## config.mk

```make
export PLATFORM = sky130hd
export DESIGN_NAME = pwm_output_block
export DESIGN_NICKNAME = d
export VERILOG_FILES = /design/src/pwm_pkg.sv /design/src/pwm_link_if.sv /design/src/pwm_modulator.sv /design/src/pwm_output_block.sv
export SDC_FILE = /design/constraint.sdc
export NUM_CORES = 2
export LEC_CHECK = 0
export BUFFER_PORTS_ARGS = -buffer_cell sky130_fd_sc_hd__buf_2
export CAP_MARGIN = 5
export CELL_PAD_IN_SITES_DETAIL_PLACEMENT = 1
export CELL_PAD_IN_SITES_GLOBAL_PLACEMENT = 2
export CORE_UTILIZATION = 43
export DETAILED_ROUTE_END_ITERATION = 8
export MAX_ROUTING_LAYER = met4
export PLACE_DENSITY_LB_ADDON = 0.1
export RECOVER_POWER = 100
export SYNTH_ARGS = -nofsm -noshare
export SYNTH_HDL_FRONTEND = slang
export SYNTH_HIERARCHICAL = 1
export SYNTH_SLANG_ARGS = --single-unit
```

## constraint.sdc

```tcl
create_clock -name CORE_CLK_I -period 10.2 [get_ports CORE_CLK_I]
set_input_delay 2.04 -clock CORE_CLK_I [delete_from_list [all_inputs] [get_ports CORE_CLK_I]]
set_output_delay 2.04 -clock CORE_CLK_I [all_outputs]
set_load 0.05 [all_outputs]
```

## src/pwm_pkg.sv

```systemverilog
// Shared constants for the fixed-period pulse width modulator
`default_nettype none
package pwm_pkg;
   localparam int ADDR_W = 8;
   localparam int DATA_W = 32;
   localparam int MV_W = 12;
   localparam int TIME_W = 16;
   localparam int TENTHS_W = 20;
   localparam int NUM_INST = 2;

   // Register word addresses, one block of four per instance
   localparam logic [7:0] OFS_MV = 8'h00;
   localparam logic [7:0] OFS_PERIOD = 8'h04;
   localparam logic [7:0] OFS_MIN = 8'h08;
   localparam logic [7:0] OFS_CTRL = 8'h0c;
   localparam logic [7:0] INST_STRIDE = 8'h10;
   localparam logic [7:0] OFS_STATUS = 8'h20;
   localparam logic [7:0] OFS_IRQ_STATUS = 8'h24;
   localparam logic [7:0] OFS_IRQ_MASK = 8'h28;

   localparam int CTRL_EN_BIT = 0;
   localparam int STATUS_ERR_LSB = 0;
   localparam int STATUS_OUT_LSB = 2;
   localparam int STATUS_EN_LSB = 4;

   localparam logic [MV_W-1:0] MV_FULL = 12'hfff;
   localparam logic [MV_W-1:0] MV_RST = 12'h000;
   localparam logic [TIME_W-1:0] PERIOD_MIN_MS = 16'h0005;
   localparam logic [TIME_W-1:0] PERIOD_RST = 16'h0005;
   localparam logic [TIME_W-1:0] MIN_RST = 16'h0000;

   // Internal time unit is 0.1 ms
   localparam logic [TENTHS_W-1:0] TENTHS_PER_MS = 20'h0000a;
   localparam logic [TENTHS_W-1:0] MIN_FALLBACK_TENTHS = 20'h00001;
   localparam int CLK_HZ = 40_000_000;
   localparam int TICK_US = 100;
   localparam int TICK_CYCLES = CLK_HZ / 1_000_000 * TICK_US;
endpackage
`default_nettype wire

```

## src/pwm_link_if.sv

```systemverilog
// Settings and results passed between the register file and one modulator
`default_nettype none
interface pwm_link_if;
   logic ce;
   logic enable;
   logic [pwm_pkg::MV_W-1:0] mv;
   logic [pwm_pkg::TIME_W-1:0] period;
   logic [pwm_pkg::TIME_W-1:0] min_time;
   logic pwm;
   logic err;
   modport ctl (output ce, enable, mv, period, min_time, input pwm, err);
   modport gen (input ce, enable, mv, period, min_time, output pwm, err);
endinterface
`default_nettype wire

```

## src/pwm_modulator.sv

```systemverilog
// One fixed-period modulator with minimum on/off time check
`default_nettype none
module pwm_modulator #(
   parameter int TICK_CYCLES = pwm_pkg::TICK_CYCLES
) (
   input wire logic clk_i, // Core clock
   input wire logic reset_n_i, // Async reset, active low
   pwm_link_if.gen link // Settings in, waveform out
);
   localparam int PRESC_W = $clog2(TICK_CYCLES);
   localparam logic [PRESC_W-1:0] PRESC_LAST = PRESC_W'(TICK_CYCLES - 1);

   typedef enum {ST_IDLE, ST_RUN} mod_state_t;

   mod_state_t state;
   logic [PRESC_W-1:0] presc;
   logic [pwm_pkg::TENTHS_W-1:0] cnt;
   logic [pwm_pkg::MV_W-1:0] mv_lat;
   logic [pwm_pkg::TENTHS_W-1:0] per_t;
   logic [pwm_pkg::TENTHS_W-1:0] min_t;
   logic [31:0] hi_prod;
   logic [31:0] lo_prod;
   logic [31:0] min_prod;
   logic [31:0] pos_prod;
   logic too_short;
   logic too_long;
   logic next_pwm;

   function automatic logic [31:0] scale(input logic [pwm_pkg::TENTHS_W-1:0] a, input logic [pwm_pkg::MV_W-1:0] b);
      return 32'(a) * 32'(b);
   endfunction

   function automatic logic [pwm_pkg::TENTHS_W-1:0] tenths(input logic [pwm_pkg::TIME_W-1:0] ms);
      logic [pwm_pkg::TENTHS_W-1:0] t;
      t = 20'(20'(ms) * pwm_pkg::TENTHS_PER_MS);
      return (ms == '0) ? pwm_pkg::MIN_FALLBACK_TENTHS : t;
   endfunction

   // Settings are taken only at a period boundary so a period never stretches
   always_ff @(posedge clk_i or negedge reset_n_i) begin
      if (!reset_n_i) begin
         state <= ST_IDLE;
         presc <= '0;
         cnt <= '0;
         mv_lat <= pwm_pkg::MV_RST;
         per_t <= '0;
         min_t <= '0;
      end else if (link.ce) begin
         case (state)
            ST_IDLE: begin
               if (link.enable) begin
                  state <= ST_RUN;
                  presc <= '0;
                  cnt <= '0;
                  mv_lat <= link.mv;
                  per_t <= tenths(link.period);
                  min_t <= tenths(link.min_time);
               end
            end
            ST_RUN: begin
               if (!link.enable) begin
                  state <= ST_IDLE;
               end else if (presc == PRESC_LAST) begin
                  presc <= '0;
                  if (cnt == per_t - 20'h00001) begin
                     cnt <= '0;
                     mv_lat <= link.mv;
                     per_t <= tenths(link.period);
                     min_t <= tenths(link.min_time);
                  end else begin
                     cnt <= cnt + 20'h00001;
                  end
               end else begin
                  presc <= presc + PRESC_W'(1);
               end
            end
            default: state <= ST_IDLE;
         endcase
      end
   end

   // High time = mv * period / 4095, compared without a divider
   always_comb begin
      hi_prod = scale(per_t, mv_lat);
      lo_prod = scale(per_t, pwm_pkg::MV_FULL - mv_lat);
      min_prod = scale(min_t, pwm_pkg::MV_FULL);
      pos_prod = scale(cnt, pwm_pkg::MV_FULL);
      too_short = hi_prod < min_prod;
      too_long = lo_prod < min_prod;
      if (too_short) begin
         next_pwm = 1'b0;
      end else if (too_long) begin
         next_pwm = 1'b1;
      end else begin
         next_pwm = pos_prod < hi_prod;
      end
   end

   always_ff @(posedge clk_i or negedge reset_n_i) begin
      if (!reset_n_i) begin
         link.pwm <= 1'b0;
         link.err <= 1'b0;
      end else if (link.ce) begin
         if (state != ST_RUN || !link.enable) begin
            link.pwm <= 1'b0;
            link.err <= 1'b0;
         end else begin
            link.pwm <= next_pwm;
            link.err <= too_short | too_long;
         end
      end
   end
endmodule // pwm_modulator
`default_nettype wire

```

## src/pwm_output_block.sv

```systemverilog
// Register file, two modulators and output drive for the PWM outputs
`default_nettype none
module pwm_output_block #(
   parameter int TICK_CYCLES = pwm_pkg::TICK_CYCLES
) (
   input wire logic CORE_CLK_I, // Core clock, 40 MHz
   input wire logic RESET_N_I, // Async reset, active low
   input wire logic CE_I, // Clock enable, freezes all state when low
   input wire logic [pwm_pkg::ADDR_W-1:0] ADDR_I, // Register address
   input wire logic [pwm_pkg::DATA_W-1:0] WDATA_I, // Write data
   input wire logic WRITE_I, // Write strobe
   input wire logic READ_I, // Read strobe
   input wire logic [pwm_pkg::NUM_INST-1:0] OTHER_DRIVE_I, // Other sources of each output
   output logic [pwm_pkg::DATA_W-1:0] RDATA_O, // Read data, cycle after read strobe
   output logic [pwm_pkg::NUM_INST-1:0] DIGITAL_OUTPUT_O, // Bit 0 output one, bit 1 output two
   output logic [pwm_pkg::NUM_INST-1:0] TIMING_ERROR_FLAG_O, // Live minimum-time error per instance
   output logic IRQ_O // Level interrupt
);
   localparam int N = pwm_pkg::NUM_INST;

   logic [pwm_pkg::MV_W-1:0] mv_reg [N];
   logic [pwm_pkg::TIME_W-1:0] period_reg [N];
   logic [pwm_pkg::TIME_W-1:0] min_reg [N];
   logic [N-1:0] modulator_enable_coil;
   logic [N-1:0] err_prev;
   logic [N-1:0] irq_status;
   logic [N-1:0] irq_mask;
   logic [N-1:0] gen_pwm;
   logic [N-1:0] gen_err;
   logic [N-1:0] err_event;
   logic [N-1:0] status_clear;
   logic [pwm_pkg::DATA_W-1:0] next_rdata;

   function automatic logic [pwm_pkg::ADDR_W-1:0] reg_addr(input int inst, input logic [7:0] ofs);
      return 8'(ofs + pwm_pkg::INST_STRIDE * 8'(inst));
   endfunction

   function automatic logic hit_write(input logic [pwm_pkg::ADDR_W-1:0] a);
      return WRITE_I && (ADDR_I == a);
   endfunction

   // Short periods are lifted to the floor so the output never exceeds 200 Hz
   function automatic logic [pwm_pkg::TIME_W-1:0] clamp_period(input logic [pwm_pkg::TIME_W-1:0] p);
      return (p < pwm_pkg::PERIOD_MIN_MS) ? pwm_pkg::PERIOD_MIN_MS : p;
   endfunction

   pwm_link_if link [N] ();

   // One modulator per output, no sharing
   for (genvar g = 0; g < N; g++) begin : g_inst
      assign link[g].ce = CE_I;
      assign link[g].enable = modulator_enable_coil[g];
      assign link[g].mv = mv_reg[g];
      assign link[g].period = period_reg[g];
      assign link[g].min_time = min_reg[g];
      assign gen_pwm[g] = link[g].pwm;
      assign gen_err[g] = link[g].err;

      pwm_modulator #(
         .TICK_CYCLES(TICK_CYCLES)
      ) u_mod (
         .clk_i(CORE_CLK_I),
         .reset_n_i(RESET_N_I),
         .link(link[g])
      );
   end

   // Manipulated variable registers
   always_ff @(posedge CORE_CLK_I or negedge RESET_N_I) begin
      if (!RESET_N_I) begin
         for (int i = 0; i < N; i++) begin
            mv_reg[i] <= pwm_pkg::MV_RST;
         end
      end else if (CE_I) begin
         for (int i = 0; i < N; i++) begin
            if (hit_write(reg_addr(i, pwm_pkg::OFS_MV))) begin
               mv_reg[i] <= WDATA_I[pwm_pkg::MV_W-1:0];
            end
         end
      end
   end

   // Period registers; 16 bits of ms cap the period at 65.535 s
   always_ff @(posedge CORE_CLK_I or negedge RESET_N_I) begin
      if (!RESET_N_I) begin
         for (int i = 0; i < N; i++) begin
            period_reg[i] <= pwm_pkg::PERIOD_RST;
         end
      end else if (CE_I) begin
         for (int i = 0; i < N; i++) begin
            if (hit_write(reg_addr(i, pwm_pkg::OFS_PERIOD))) begin
               period_reg[i] <= clamp_period(WDATA_I[pwm_pkg::TIME_W-1:0]);
            end
         end
      end
   end

   // Minimum on/off time registers, not checked against the period
   always_ff @(posedge CORE_CLK_I or negedge RESET_N_I) begin
      if (!RESET_N_I) begin
         for (int i = 0; i < N; i++) begin
            min_reg[i] <= pwm_pkg::MIN_RST;
         end
      end else if (CE_I) begin
         for (int i = 0; i < N; i++) begin
            if (hit_write(reg_addr(i, pwm_pkg::OFS_MIN))) begin
               min_reg[i] <= WDATA_I[pwm_pkg::TIME_W-1:0];
            end
         end
      end
   end

   // Enable coils
   always_ff @(posedge CORE_CLK_I or negedge RESET_N_I) begin
      if (!RESET_N_I) begin
         modulator_enable_coil <= '0;
      end else if (CE_I) begin
         for (int i = 0; i < N; i++) begin
            if (hit_write(reg_addr(i, pwm_pkg::OFS_CTRL))) begin
               modulator_enable_coil[i] <= WDATA_I[pwm_pkg::CTRL_EN_BIT];
            end
         end
      end
   end

   // Error rising edges raise interrupt events
   always_comb begin
      err_event = gen_err & ~err_prev;
      status_clear = '0;
      if (hit_write(pwm_pkg::OFS_IRQ_STATUS)) begin
         status_clear = WDATA_I[N-1:0];
      end
   end

   always_ff @(posedge CORE_CLK_I or negedge RESET_N_I) begin
      if (!RESET_N_I) begin
         err_prev <= '0;
      end else if (CE_I) begin
         err_prev <= gen_err;
      end
   end

   // A new event in the clear cycle survives the clear
   always_ff @(posedge CORE_CLK_I or negedge RESET_N_I) begin
      if (!RESET_N_I) begin
         irq_status <= '0;
      end else if (CE_I) begin
         irq_status <= (irq_status & ~status_clear) | err_event;
      end
   end

   always_ff @(posedge CORE_CLK_I or negedge RESET_N_I) begin
      if (!RESET_N_I) begin
         irq_mask <= '0;
      end else if (CE_I) begin
         if (hit_write(pwm_pkg::OFS_IRQ_MASK)) begin
            irq_mask <= WDATA_I[N-1:0];
         end
      end
   end

   // Interrupt is registered from the next status, so it moves with status, never from a glitchy gate
   always_ff @(posedge CORE_CLK_I or negedge RESET_N_I) begin
      if (!RESET_N_I) begin
         IRQ_O <= 1'b0;
      end else if (CE_I) begin
         IRQ_O <= |((irq_status & ~status_clear | err_event) & irq_mask);
      end
   end

   // Output drive: an enabled modulator owns its pin outright
   always_ff @(posedge CORE_CLK_I or negedge RESET_N_I) begin
      if (!RESET_N_I) begin
         DIGITAL_OUTPUT_O <= '0;
         TIMING_ERROR_FLAG_O <= '0;
      end else if (CE_I) begin
         for (int i = 0; i < N; i++) begin
            if (modulator_enable_coil[i]) begin
               DIGITAL_OUTPUT_O[i] <= gen_pwm[i];
            end else begin
               DIGITAL_OUTPUT_O[i] <= OTHER_DRIVE_I[i];
            end
         end
         TIMING_ERROR_FLAG_O <= gen_err;
      end
   end

   // Read mux; unmapped addresses read zero
   always_comb begin
      next_rdata = '0;
      for (int i = 0; i < N; i++) begin
         if (ADDR_I == reg_addr(i, pwm_pkg::OFS_MV)) begin
            next_rdata = 32'(mv_reg[i]);
         end
         if (ADDR_I == reg_addr(i, pwm_pkg::OFS_PERIOD)) begin
            next_rdata = 32'(period_reg[i]);
         end
         if (ADDR_I == reg_addr(i, pwm_pkg::OFS_MIN)) begin
            next_rdata = 32'(min_reg[i]);
         end
         if (ADDR_I == reg_addr(i, pwm_pkg::OFS_CTRL)) begin
            next_rdata[pwm_pkg::CTRL_EN_BIT] = modulator_enable_coil[i];
         end
      end
      if (ADDR_I == pwm_pkg::OFS_STATUS) begin
         next_rdata[pwm_pkg::STATUS_ERR_LSB +: N] = gen_err;
         next_rdata[pwm_pkg::STATUS_OUT_LSB +: N] = DIGITAL_OUTPUT_O;
         next_rdata[pwm_pkg::STATUS_EN_LSB +: N] = modulator_enable_coil;
      end
      if (ADDR_I == pwm_pkg::OFS_IRQ_STATUS) begin
         next_rdata[N-1:0] = irq_status;
      end
      if (ADDR_I == pwm_pkg::OFS_IRQ_MASK) begin
         next_rdata[N-1:0] = irq_mask;
      end
   end

   // Data stand only in the cycle after the strobe
   always_ff @(posedge CORE_CLK_I or negedge RESET_N_I) begin
      if (!RESET_N_I) begin
         RDATA_O <= '0;
      end else if (CE_I) begin
         RDATA_O <= READ_I ? next_rdata : '0;
      end
   end
endmodule // pwm_output_block
`default_nettype wire

```

==> results by group <==
Logic synthesis
  • YS warnings: 6
  • Mapped Cells: roughly 8,000
  • Synth cell types: 99
  • Asr flop ratio synth: 100.0%
  • Most common cell in the synthesized netlist: inv_1
  • Top post-synthesis cells by count: inv_1 (1,623), fa_1 (1,228), ha_1 (866)
  • Area leader, netlist: fa_1
  • Top post-synthesis cells by area: fa_1 (34%), ha_1 (15%), dfrtp_1 (9.8%)
  • Top-area cell type share of the netlist area: roughly a third
  • Number of synthesized flops with an enable pin: 0
  • Synthesized area: 72,550 um2
  • Part of the Yosys area used for sequential elements: approximately a tenth
  • Ys flop type: dfrtp_1
  • Synth Register Bits: just under 300
  • Syn_area_per_cell: 9.210 um2

Clocking
  • CTS Hold Bufs: 0
  • Reg clk slew, reported paths: 0.07 ns
  • CTS H-Tree Depth: 2
  • Clock Tree Root: clkbuf_16
  • CTS tree: yes
  • Resized Gates After CTS: 0
  • Post-CTS Setup Bufs: 0
  • CTS max path bufs: 3
  • Cts bufs inserted: 43
  • Clock net sink count: around 290
  • Clock Latency Late Sink: 0.65 ns

Place
  • GP Congestion: 0.8860
  • Port Buffer Count: 51
  • DP HPWL: 177,700 um
  • Placed standard-cell area: approximately 75,000 um2

Flow run
  • Max Cap Viol: 12

GRT
  • GRT Residual Overflow: 0
  • Met1 usage: 38.28%
  • First-pass GRT wire length: 342,500 um
  • Vias in the first global route: 59,670
  • Pin count of the biggest net entering global routing: 90
  • GRT busiest layer: met2
  • GRT Overall Usage: 26.55%
  • Met2 Track Usage GR: 41.52%
  • Initial antenna violation count: 6
  • Grt met3 use: under 10%

Finish
  • # nets final: 9,932
  • Fraction of layout cells with a size suffix above 1: 4.167%
  • Design area: around 76,000 um2
  • Largest regs: g_inst.u_mod/cnt (40), g_inst.u_mod/min_t (40), g_inst.u_mod/per_t (40)
  • Area delta synth->final: 5.037%

Critical path
  • Slowest stage cell, crit path: dfrtp_1
  • R2R depth: 29
  • Worst EP required: 10.73 ns
  • Worst Path Arrival: 9.75 ns
  • Most used cell, CP: fa_1
  • CP Capture Type: flop
  • Crit path largest cell delay: 1.00 ns
  • Critical Path Start Type: flop
  • Crit-path max FO: 23
  • CP Class: reg -> reg

Floorplan
  • # rows: 150
  • Die height: 412.8 um
  • Core area: 167,400 um2
  • I/O Pins: 84
  • Die width: 412.8 um
  • Die ar.: 170,400 um2
  • Starting density of the core: a little over two fifths

Detailed routing
  • Vias per cell: 5.380
  • Vias: 53,980
  • DRT Wirelength: roughly 210,000 um
  • DRC viols: 0
  • DR WL/cell: 21.41 um
  • 1st-pass router iterations: 5
  • Starting DRT DRC Count: 2,455
  • Routed Antenna Nets: 0

STA
  • Final Hold Viols: 0
  • Max Freq: between 100 and 150 MHz
  • Crit path time final: 9.225 ns
  • Slew headroom: -290.6%
  • Worst Tran Pin Value: 5.859 ns
  • Setup TNS: 0 ns
  • Skew final: about 0.029 ns
  • Final setup fails: 0
  • Final slew viol count: around 590
  • RSZ-0062 raised after global routing: no
  • Period utilization: about nine tenths

Worst hold path
  • Hold Path Stages: 2
  • Hold Crit Class: reg -> reg

Run status
  • Status: finished, violations left
  • Failing checks: capacitance limit, slew limit
critical path: cells and delay by family (launching register included):
kind / cells / cell delay (ns)
AOI/OAI and AO/OA: 11 / 3.03
and+or+nand+nor: 4 / 0.58
xor gates and xnor gates: 1 / 0.15
adders and majority gates: 7 / 3.11
DFF: 1 / 1.00
buffers and inverters: 6 / 1.24
per-stage QoR:
step | hold WS [ns] | setup WS [ns] | cells | utilization, %
6_report | 0.4746 | 0.9749 | 10030 | 45.52
5_1_grt | 0.5156 | 0.5958 | 10030 | 45.52
4_1_cts | 0.4850 | 1.194 | 10030 | 45.75
3_5_place_dp | 0.4709 | 1.191 | 9950 | 44.89
3_3_place_gp | 0.4658 | 1.320 | 9950 | 44.89
2_1_floorplan | 0.4443 | 2.488 | 7893 | -
routing by layer:
metal  vias to the layer above  wire length, um
li1                      24800                -
met1                     28220           106500
met2                       794            97930
met3                       176             7437
met4                         0             2969
met5                         -                0
layout make-up:
class,instances,area (um2)
Tap cell,2204,2758
Clock buffer,54,1167
Antenna cell,7,17.52
Fill cell,19370,91200
Multi-Input combinational cell,5677,57650
Inverter,1626,6103
Sequential cell,289,7238
Timing Repair Buffer,154,999.7
Clock inverter,23,276.5
worst paths after layout:
kind | start | slack (ns) | endpoint
max in group asynchronous | RESET_N_I | 2.35 | g_inst[1].u_mod/per_t[16]$_DFFE_PN0P_
min reg2reg | g_inst[1].u_mod/min_t[10]$_DFFE_PN0P_ | 0.47 | g_inst[1].u_mod/min_t[10]$_DFFE_PN0P_
min in group asynchronous | RESET_N_I | 3.57 | g_inst[0].u_mod/min_t[13]$_DFFE_PN0P_
max | g_inst[1].u_mod/mv_lat[3]$_DFFE_PN0P_ | 0.97 | g_inst[1].u_mod/link.err$_DFFE_PN0P_
max reg2reg | g_inst[1].u_mod/mv_lat[3]$_DFFE_PN0P_ | 0.97 | g_inst[1].u_mod/link.err$_DFFE_PN0P_
min | g_inst[1].u_mod/min_t[10]$_DFFE_PN0P_ | 0.47 | g_inst[1].u_mod/min_t[10]$_DFFE_PN0P_
logic make-up (layout without fill, tap and decap cells):
logic type / count (synthesis) / count (layout) / synth area share [%]
adders and majority gates: 2094 / 2094 / 48.82
and+or+nand+nor: 1948 / 1948 / 14.00
buffers and inverters: 1927 / 1857 / 10.24
AOI/OAI and AO/OA: 1107 / 1107 / 9.850
xor gates and xnor gates: 328 / 328 / 3.959
DFF: 289 / 289 / 9.974
muxes: 184 / 184 / 3.152
other: 1 / 23 / 0.005169
cells in the final DEF, fill, tap and decap left out, drive strengths merged, types with 26 or more instances in the layout:
cell,instances
a21oi,301
a21o,174
a211oi,40
inv,1627
dfrtp,285
and3,48
nand2,606
mux2i,26
nand2b,392
nor3,72
o21ai,235
xor2,125
nand4,61
nand3,75
fa,1228
and2,148
xnor2,203
buf,119
nor4,43
o31ai,52
clkbuf,89
o211ai,29
ha,866
nor2,241
or3,27
o21a,42
nor2b,152
mux2,157
a31oi,29
Power is not shown: default switching activity piles up to over one toggle a cycle in this logic, so the estimate is an artifact.
